## config.mk

```make
export PLATFORM = sky130hd
export DESIGN_NAME = sdcr_spi
export DESIGN_NICKNAME = d
export VERILOG_FILES = /design/src/sdcr_spi.v
export VERILOG_INCLUDE_DIRS = /design/src /design/src/src
export SDC_FILE = /design/constraint.sdc
export NUM_CORES = 1
export LEC_CHECK = 0
export ABC_CLOCK_PERIOD_IN_PS = 2900
export BUFFER_PORTS_ARGS = -buffer_cell sky130_fd_sc_hd__buf_2
export CAP_MARGIN = 0
export CELL_PAD_IN_SITES_DETAIL_PLACEMENT = 1
export CELL_PAD_IN_SITES_GLOBAL_PLACEMENT = 1
export CORE_MARGIN = 2
export CORE_UTILIZATION = 41
export CTS_BUF_LIST = sky130_fd_sc_hd__clkbuf_8 sky130_fd_sc_hd__clkbuf_16
export CTS_CLUSTER_SIZE = 25
export DETAILED_ROUTE_END_ITERATION = 6
export HOLD_SLACK_MARGIN = 0.03
export PLACE_DENSITY_LB_ADDON = 0.1
export REMOVE_ABC_BUFFERS = 1
export SLEW_MARGIN = 20
export SYNTH_ARGS = -nofsm -noshare
export SYNTH_HDL_FRONTEND = slang
export SYNTH_SLANG_ARGS = --single-unit
```

## constraint.sdc

```tcl
create_clock -name clk_i -period 2.9 [get_ports clk_i]
set_clock_uncertainty 0.15 [all_clocks]
set_input_delay 0.29 -clock clk_i [delete_from_list [all_inputs] [get_ports clk_i]]
set_output_delay 0.29 -clock clk_i [all_outputs]
set_load 0.005 [all_outputs]
```

## src/sdcr_map.vh

```
// register offsets, field positions and reset values for the sdcr block
// assumes a wishbone slave decoding word addresses as byte address div 4
`ifndef SDCR_MAP_VH
`define SDCR_MAP_VH
`define SDCR_IDX_DATA     12'hF60
`define SDCR_IDX_CTRL     12'hF61
`define SDCR_IDX_STAT     12'hF62
`define SDCR_IDX_MODE     12'hF63
`define SDCR_IDX_DIVH     12'hF66
`define SDCR_IDX_DIVL     12'hF67
`define SDCR_CTRL_RST     8'h00
`define SDCR_STAT_RST     8'h01
`define SDCR_MODE_RST     8'h00
`define SDCR_DATA_RST     8'h00
`define SDCR_DIV_RST      16'h0000
`define SDCR_C_INT_GATE   7
`define SDCR_C_FORCE      6
`define SDCR_C_TIMER      5
`define SDCR_C_PHASE      4
`define SDCR_C_POL        3
`define SDCR_C_WOR        2
`define SDCR_C_ROLE       1
`define SDCR_C_EN         0
`define SDCR_S_IRQ        7
`define SDCR_S_COLL       6
`define SDCR_S_ABT        4
`define SDCR_S_TXST       1
`define SDCR_S_SLAS       0
`define SDCR_M_NB_HI      4
`define SDCR_M_NB_LO      2
`endif

```

## src/sdcr_spi.v

```verilog
// spi data path, control and status registers with a wishbone classic slave
// assumes a 100 MHz clk_i; link pins are asynchronous and synchronised here
//
// Design decision made here: register access over Wishbone.
`timescale 1ns/1ns
`include "sdcr_map.vh"

module sdcr_spi
(
	input  wire        clk_i,
	input  wire        rst_i,
	input  wire        cyc_i,
	input  wire        stb_i,
	input  wire        we_i,
	input  wire [13:0] adr_i,
	input  wire [3:0]  sel_i,
	input  wire [31:0] dat_i,
	output reg  [31:0] dat_o,
	output reg         ack_o,
	output reg         irq_o,
	input  wire        sck_i,
	output reg         sck_o,
	output reg         sck_oe_o,
	input  wire        ss_n_i,
	output reg         ss_n_o,
	output reg         ss_n_oe_o,
	input  wire        miso_i,
	output reg         miso_o,
	output reg         miso_oe_o,
	input  wire        mosi_i,
	output reg         mosi_o,
	output reg         mosi_oe_o
);

	localparam ST_IDLE = 3'b001;
	localparam ST_LEAD = 3'b010;
	localparam ST_TRAIL = 3'b100;

	reg  [7:0]  shift_data_reg;
	reg  [7:0]  serial_ctrl_reg;
	reg         irq_flag;
	reg         write_collision_flag;
	reg         abort_flag;
	reg  [7:0]  mode_reg;
	reg  [15:0] rate_divider;
	reg  [15:0] div_cnt;
	reg  [2:0]  state;
	reg  [3:0]  bits_left;
	reg         sck_int;
	reg         timer_irq;
	reg  [2:0]  sck_s;
	reg  [2:0]  ss_s;
	reg  [1:0]  miso_s;
	reg  [1:0]  mosi_s;
	reg         sl_busy;
	reg         tx_bit;

	wire        int_request_gate     = serial_ctrl_reg[`SDCR_C_INT_GATE];
	wire        forced_request_bit   = serial_ctrl_reg[`SDCR_C_FORCE];
	wire        divider_timer_int_on = serial_ctrl_reg[`SDCR_C_TIMER];
	wire        phase_sel            = serial_ctrl_reg[`SDCR_C_PHASE];
	wire        idle_level_select    = serial_ctrl_reg[`SDCR_C_POL];
	wire        wired_or             = serial_ctrl_reg[`SDCR_C_WOR];
	wire        controller_role_select = serial_ctrl_reg[`SDCR_C_ROLE];
	wire        unit_on              = serial_ctrl_reg[`SDCR_C_EN];
	wire [2:0]  char_length_field    = mode_reg[`SDCR_M_NB_HI:`SDCR_M_NB_LO];

	wire        req     = cyc_i & stb_i & ~ack_o;
	wire        wr      = req & we_i & sel_i[0];
	wire [11:0] idx     = adr_i[13:2];
	wire        busy    = (state != ST_IDLE) | sl_busy;
	wire        m_mode  = unit_on & controller_role_select;
	wire        s_mode  = unit_on & ~controller_role_select;
	wire [3:0]  nbits   = (char_length_field == 3'h0) ? 4'h8 : {1'b0, char_length_field};
	wire        tx_fall = phase_sel ~^ idle_level_select;

	// link edges, read only after the second flop
	wire        sck_rise = sck_s[1] & ~sck_s[2];
	wire        sck_fall = ~sck_s[1] & sck_s[2];
	wire        ss_act   = ~ss_s[1];
	wire        s_smp    = tx_fall ? sck_rise : sck_fall;
	wire        s_tx     = tx_fall ? sck_fall : sck_rise;
	wire        div_tick = (div_cnt == 16'h0001) | (div_cnt == 16'h0000 && rate_divider == 16'h0001);
	wire        done_m   = (state == ST_TRAIL) & div_tick & (bits_left == 4'h1);
	wire        done_s   = s_mode & ss_act & s_smp & (bits_left == 4'h1);
	wire        abort_s  = s_mode & sl_busy & ~ss_act;

	function is_reg;
		input [11:0] a;
		input [11:0] r;
		begin
			is_reg = (a == r);
		end
	endfunction

	always @(posedge clk_i)
	begin
		sck_s  <= {sck_s[1:0], sck_i};
		ss_s   <= {ss_s[1:0], ss_n_i};
		miso_s <= {miso_s[0], miso_i};
		mosi_s <= {mosi_s[0], mosi_i};
	end

	// bus slave: single cycle answer, unmapped reads give zero
	always @(posedge clk_i)
	begin
		if (rst_i)
		begin
			ack_o <= 1'b0;
			dat_o <= 32'h00000000;
		end
		else
		begin
			ack_o <= req;
			dat_o <= 32'h00000000;
			if (req & ~we_i)
			begin
				if (is_reg(idx, `SDCR_IDX_DATA))
					dat_o[7:0] <= shift_data_reg;
				else if (is_reg(idx, `SDCR_IDX_CTRL))
					dat_o[7:0] <= serial_ctrl_reg;
				else if (is_reg(idx, `SDCR_IDX_STAT))
					dat_o[7:0] <= {irq_flag, write_collision_flag, 1'b0, abort_flag, 2'b00,
						busy, ss_s[1]};
				else if (is_reg(idx, `SDCR_IDX_MODE))
					dat_o[7:0] <= mode_reg;
				else if (is_reg(idx, `SDCR_IDX_DIVH))
					dat_o[7:0] <= rate_divider[15:8];
				else if (is_reg(idx, `SDCR_IDX_DIVL))
					dat_o[7:0] <= rate_divider[7:0];
			end
		end
	end

	// config registers and flags; a hardware set wins over a same-cycle clear
	always @(posedge clk_i)
	begin
		if (rst_i)
		begin
			serial_ctrl_reg      <= `SDCR_CTRL_RST;
			mode_reg             <= `SDCR_MODE_RST;
			rate_divider         <= `SDCR_DIV_RST;
			irq_flag             <= 1'b0;
			write_collision_flag <= 1'b0;
			abort_flag           <= 1'b0;
		end
		else
		begin
			if (wr & is_reg(idx, `SDCR_IDX_CTRL))
				serial_ctrl_reg <= {dat_i[7], dat_i[6] | forced_request_bit, dat_i[5:0]};
			if (wr & is_reg(idx, `SDCR_IDX_MODE))
				mode_reg <= {2'b00, dat_i[5:0]};
			if (wr & is_reg(idx, `SDCR_IDX_DIVH))
				rate_divider[15:8] <= dat_i[7:0];
			if (wr & is_reg(idx, `SDCR_IDX_DIVL))
				rate_divider[7:0] <= dat_i[7:0];
			if (wr & is_reg(idx, `SDCR_IDX_STAT))
			begin
				if (dat_i[`SDCR_S_IRQ])
				begin
					irq_flag <= 1'b0;
					serial_ctrl_reg[`SDCR_C_FORCE] <= 1'b0;
				end
				if (dat_i[`SDCR_S_COLL])
					write_collision_flag <= 1'b0;
				if (dat_i[`SDCR_S_ABT])
					abort_flag <= 1'b0;
			end
			if (wr & is_reg(idx, `SDCR_IDX_DATA) & busy)
				write_collision_flag <= 1'b1;
			if (wr & is_reg(idx, `SDCR_IDX_CTRL) & dat_i[`SDCR_C_FORCE])
				irq_flag <= 1'b1;
			if (done_m | done_s | abort_s)
				irq_flag <= 1'b1;
			if (abort_s)
				abort_flag <= 1'b1;
			// status reverts while disabled
			if (~unit_on)
			begin
				irq_flag             <= 1'b0;
				write_collision_flag <= 1'b0;
				abort_flag           <= 1'b0;
			end
		end
	end

	// master clock divider doubles as the timer while disabled
	always @(posedge clk_i)
	begin
		if (rst_i)
		begin
			div_cnt   <= 16'h0000;
			timer_irq <= 1'b0;
		end
		else
		begin
			timer_irq <= 1'b0;
			if ((state == ST_IDLE) & ~(~unit_on & divider_timer_int_on))
				div_cnt <= rate_divider;
			else if (div_tick)
			begin
				div_cnt   <= rate_divider;
				timer_irq <= ~unit_on;
			end
			else
				div_cnt <= div_cnt - 16'h0001;
		end
	end

	// shift engine; master miso is synchronised, so a divider of 1 to 3 samples stale bits
	always @(posedge clk_i)
	begin
		if (rst_i)
		begin
			shift_data_reg <= `SDCR_DATA_RST;
			state          <= ST_IDLE;
			bits_left      <= 4'h0;
			sck_int        <= 1'b0;
			sl_busy        <= 1'b0;
			tx_bit         <= 1'b0;
		end
		else
		begin
			case (state)
				ST_IDLE:
				begin
					sck_int <= idle_level_select;
					if (wr & is_reg(idx, `SDCR_IDX_DATA) & ~busy)
					begin
						shift_data_reg <= dat_i[7:0];
						bits_left      <= nbits;
						tx_bit         <= dat_i[7];
						if (m_mode)
							state <= ST_LEAD;
					end
				end
				ST_LEAD:
					if (div_tick)
					begin
						sck_int <= ~sck_int;
						state   <= ST_TRAIL;
						if (~phase_sel)
							shift_data_reg <= {shift_data_reg[6:0], miso_s[1]};
						else
							tx_bit <= shift_data_reg[7];
					end
				ST_TRAIL:
					if (div_tick)
					begin
						sck_int <= ~sck_int;
						if (phase_sel)
							shift_data_reg <= {shift_data_reg[6:0], miso_s[1]};
						else
							tx_bit <= shift_data_reg[7];
						bits_left <= bits_left - 4'h1;
						state     <= (bits_left == 4'h1) ? ST_IDLE : ST_LEAD;
					end
				default:
					state <= ST_IDLE;
			endcase
			if (~m_mode)
				state <= ST_IDLE;
			if (s_mode)
			begin
				if (~ss_act)
				begin
					sl_busy <= 1'b0;
					if (~sl_busy & ~(wr & is_reg(idx, `SDCR_IDX_DATA)))
						bits_left <= nbits;
				end
				else if (s_smp)
				begin
					sl_busy        <= (bits_left != 4'h1);
					shift_data_reg <= {shift_data_reg[6:0], mosi_s[1]};
					bits_left      <= (bits_left == 4'h1) ? nbits : bits_left - 4'h1;
				end
				else if (s_tx & phase_sel) // phase 1 leading edge starts a character
					sl_busy <= 1'b1;
			end
			else
				sl_busy <= 1'b0;
		end
	end

	// pins; open-drain only pulls low
	always @(posedge clk_i)
	begin
		if (rst_i)
		begin
			irq_o     <= 1'b0;
			sck_o     <= 1'b0;
			sck_oe_o  <= 1'b0;
			ss_n_o    <= 1'b1;
			ss_n_oe_o <= 1'b0;
			miso_o    <= 1'b0;
			miso_oe_o <= 1'b0;
			mosi_o    <= 1'b0;
			mosi_oe_o <= 1'b0;
		end
		else
		begin
			irq_o     <= int_request_gate & (irq_flag | timer_irq);
			sck_o     <= wired_or ? 1'b0 : sck_int;
			sck_oe_o  <= m_mode & (~wired_or | ~sck_int);
			ss_n_o    <= wired_or ? 1'b0 : busy ? 1'b0 : 1'b1;
			ss_n_oe_o <= m_mode & (~wired_or | busy);
			mosi_o    <= wired_or ? 1'b0 : tx_bit;
			mosi_oe_o <= m_mode & (~wired_or | ~tx_bit);
			miso_o    <= wired_or ? 1'b0 : shift_data_reg[7];
			miso_oe_o <= s_mode & ss_act & (~wired_or | ~shift_data_reg[7]);
		end
	end

endmodule

```

==> impl_metrics.csv <==
group,metric,value,unit
outcome,status,"complete, no violations",
cells_and_area,num_antenna_cells,0,
sta,drv_slew,0,
cts,max-clock-path-buffers,2,
drt,vias,4576,
floorplanning,dieArea,0.0129,mm²
cts,worstSkewPairLatency,0.35,ns
sta,setup_violations,0,
yosys,yosys_register_bits,95,
drt,drc,0,
critical_path,worstPathCellList,"or4_4 > nor3_4 > nand4_4 > buf_4 > o32a_1 > o31ai_1 > nand2_1 > a211oi_1 > nor3_1",
yosys,seq_area_frac_synth,0.386,
grt,grt_use_total,0.249,
placed_design,io_buffers,47,
yosys,synth-edff-count,0,
sta,tns,0,ns
yosys,ys_top_cells_by_area,"dfxtp_1 39%, nor2_1 6.6%, a21oi_1 6.3%",
yosys,yosysWarnings,0,
critical_path,start_kind,"flop",
cts,clock_sinks,95,
power,total_power,0.00265,W
critical_path,max_stage_delay,0.57,ns
power,switching_share,0.230,
placed_design,dp.cells,785,
critical_path,crit_arrival,2.86,ns
floorplanning,core_area,0.0119,mm²
power,power.switching,0.000610,W
yosys,post-synth-top-count-cell,"dfxtp_1",
yosys,synth_async_sr_flop_share,0,
cells_and_area,area_growth,16.6,%
grt,grt_max_degree,44,
cells_and_area,largestRegisters,"div_cnt: 16 flops, rate_divider: 16 flops",
drt,vias_per_cell,5.68,
sta,fmax,362,MHz
placed_design,place_congestion,0.864,
critical_path,worst_ep_required_time,2.99,ns
yosys,synth_area,0.00492,mm²
yosys,synthCells,596,
cts,cts_tree,"done",
floorplanning,start_util,0.415,
drt,wire_per_inst,19.3,µm
cells_and_area,fillers,1444,
sta,timing.hold.ws,0.100,ns
cts,clockRootBuffer,"clkbuf_16",
drt,drt_iter0_markers,220,
yosys,yosysTopAreaCell,"dfxtp_1",
power,powerDensity,461,mW/mm²
power,internal_power,0.00204,W
cells_and_area,drive_gt1_frac,0.179,
yosys,syn_area_per_cell,8.26,µm²
sta,tightestPinTransition,0.676,ns
sta,hold_violations,0,
floorplanning,ios,101,
cells_and_area,instances_no_fill,806,
yosys,yosysTopAreaCellShare,0.386,
cts,cts.reportedPaths.clkPinSlew,0.07,ns
critical_path,path_max_fanout,5,
grt,antenna_found_initial,0,
yosys,ys_top_cells_by_count,"95 x dfxtp_1, 87 x nor2_1, 62 x a21oi_1",
yosys,synth_cell_types,55,
cts,cts_buffers,9,
grt,grt_pass1_wl,25000,µm
power,p_seq_frac,0.497,
sta,period_needed,2.76,ns
power,clkPwrFrac,0.461,
grt,first_global_vias,4608,
sta,timing.slew.headroom,0.547,
min_path,min_path_type,"primary input to flop",
power,leakagePower,2.26,nW
grt,grt_overflow_total,0,
drt,finalWirelength,15500,µm
flow_run,maxCapViolCount,0,
power,peakVddDrop,0.000311,V
cells_and_area,multi_input_area,0.00278,mm²
critical_path,crit_type,"flop to flop",
cts,htree_levels,3,
yosys,synthFlopType,"dfxtp_1",
drt,first_pass_iters,4,
cells_and_area,nets,718,
placed_design,dp_hpwl,11700,µm
critical_path,cp_slowest_cell,"or4_4",
floorplanning,rows,40,
floorplanning,die-width,114,µm
floorplanning,fp.dieH,114,µm
sta,period_share,0.953,
critical_path,endpoint_kind,"flop",
drt,drtAntennaViolNets,0,
sta,rsz0062_at_grt,"no",
cells_and_area,regArea,0.00190,mm²
power,p_comb_frac,0.042,
==> logic make-up (layout without fill, tap and decap cells) <==
kind of cell | Yosys count | in the layout | synth area share
xor+xnor | 14 | 14 | 0.0249
simple gates | 236 | 236 | 0.244
other cells | 1 | 24 | 0.000762
fa+ha+maj | 5 | 5 | 0.0127
buf+inv | 67 | 107 | 0.0697
flops | 95 | 95 | 0.386
mux | 37 | 37 | 0.0778
compound gates | 141 | 141 | 0.184
==> power groups by stage <==
stage                     logic (W)  registers, W  clock network (W)
after global routing       0.000121       0.00131            0.00131
after global placement     0.000103       0.00134                  0
after detailed placement   0.000105       0.00134                  0
final                      0.000111       0.00132            0.00122
after CTS                  0.000110       0.00131            0.00124
after floorplan           0.0000317       0.00134                  0
==> per-layer routing <==
layer | vias up | routed length (µm) | track usage
met5 | - | 0 | 0
met4 | 0 | 207 | 0.0667
met3 | 18 | 908 | 0.0484
met2 | 103 | 7110 | 0.393
met1 | 2239 | 7300 | 0.351
li1 | 2216 | - | -
==> critical path, delay by kind of cell, from the launching register on <==
kind	cells	cell delay (ns)
buffers and inverters	1	0.19
flip-flops	1	0.33
AO/OA/AOI/OAI	3	0.84
AND/OR/NAND/NOR	5	1.15
==> through the flow <==
step | area, µm² | setup slack (ns) | util
finish | 5740 | 0.135 | 0.484
global route | 5740 | 0.0139 | 0.484
CTS | 5710 | 0.0434 | 0.481
detailed placement | 5370 | 0.0708 | 0.453
global placement | 5370 | 0.112 | 0.453
floorplan | 4700 | -0.249 | -
==> layout make-up <==
cell class / count / area share
Clock buffer: 10 / 0.0417
Clock inverter: 6 / 0.0105
Timing Repair Buffer: 82 / 0.0929
Multi-Input combinational cell: 457 / 0.485
Tap cell: 147 / 0.0321
Inverter: 9 / 0.00589
Sequential cell: 95 / 0.332
==> cells in the final DEF (no fill, tap or decap), types with 5 or more instances in the layout <==
cell type	instances
mux2i_1	27
a221o_1	7
nand2b_1	13
inv_1	10
clkbuf_16	9
a21oi_1	61
dfxtp_1	95
a22o_1	5
nor4b_1	5
mux2_2	10
buf_4	29
a31oi_1	5
nor3b_1	6
a311oi_1	5
nor4_1	7
nand2_1	40
nor3_1	19
xnor2_1	11
a211oi_1	16
o22ai_1	10
nor2b_1	12
conb_1	24
nor2_1	87
and2_1	6
or3_1	5
nand3_1	12
o21ai_0	11
ha_1	5
buf_2	47
==> repair_timing <==
item | 4_1_cts | 5_1_grt
endpoints found under the hold margin | 4 | 0
gates resized for setup | 0 | 3
hold buffers | 4 | 0
buffers inserted | 0 | 1
setup endpoints to repair | 0 | 1
==> path summary, 6_finish.rpt <==
check,startpoint,to,slack [ns],depth (start not counted)
worst max-delay path,div_cnt[6]$_SDFF_PP0_,bits_left[2]$_SDFF_PP0_,0.14,9
worst min-delay path,stb_i,ack_o$_SDFF_PP0_,0.10,2
worst max register to register,div_cnt[6]$_SDFF_PP0_,bits_left[2]$_SDFF_PP0_,0.14,9
worst min register to register,miso_s[0]$_DFF_P_,miso_s[1]$_DFF_P_,0.18,0
Note: power is estimated with default switching activity, not from simulation.
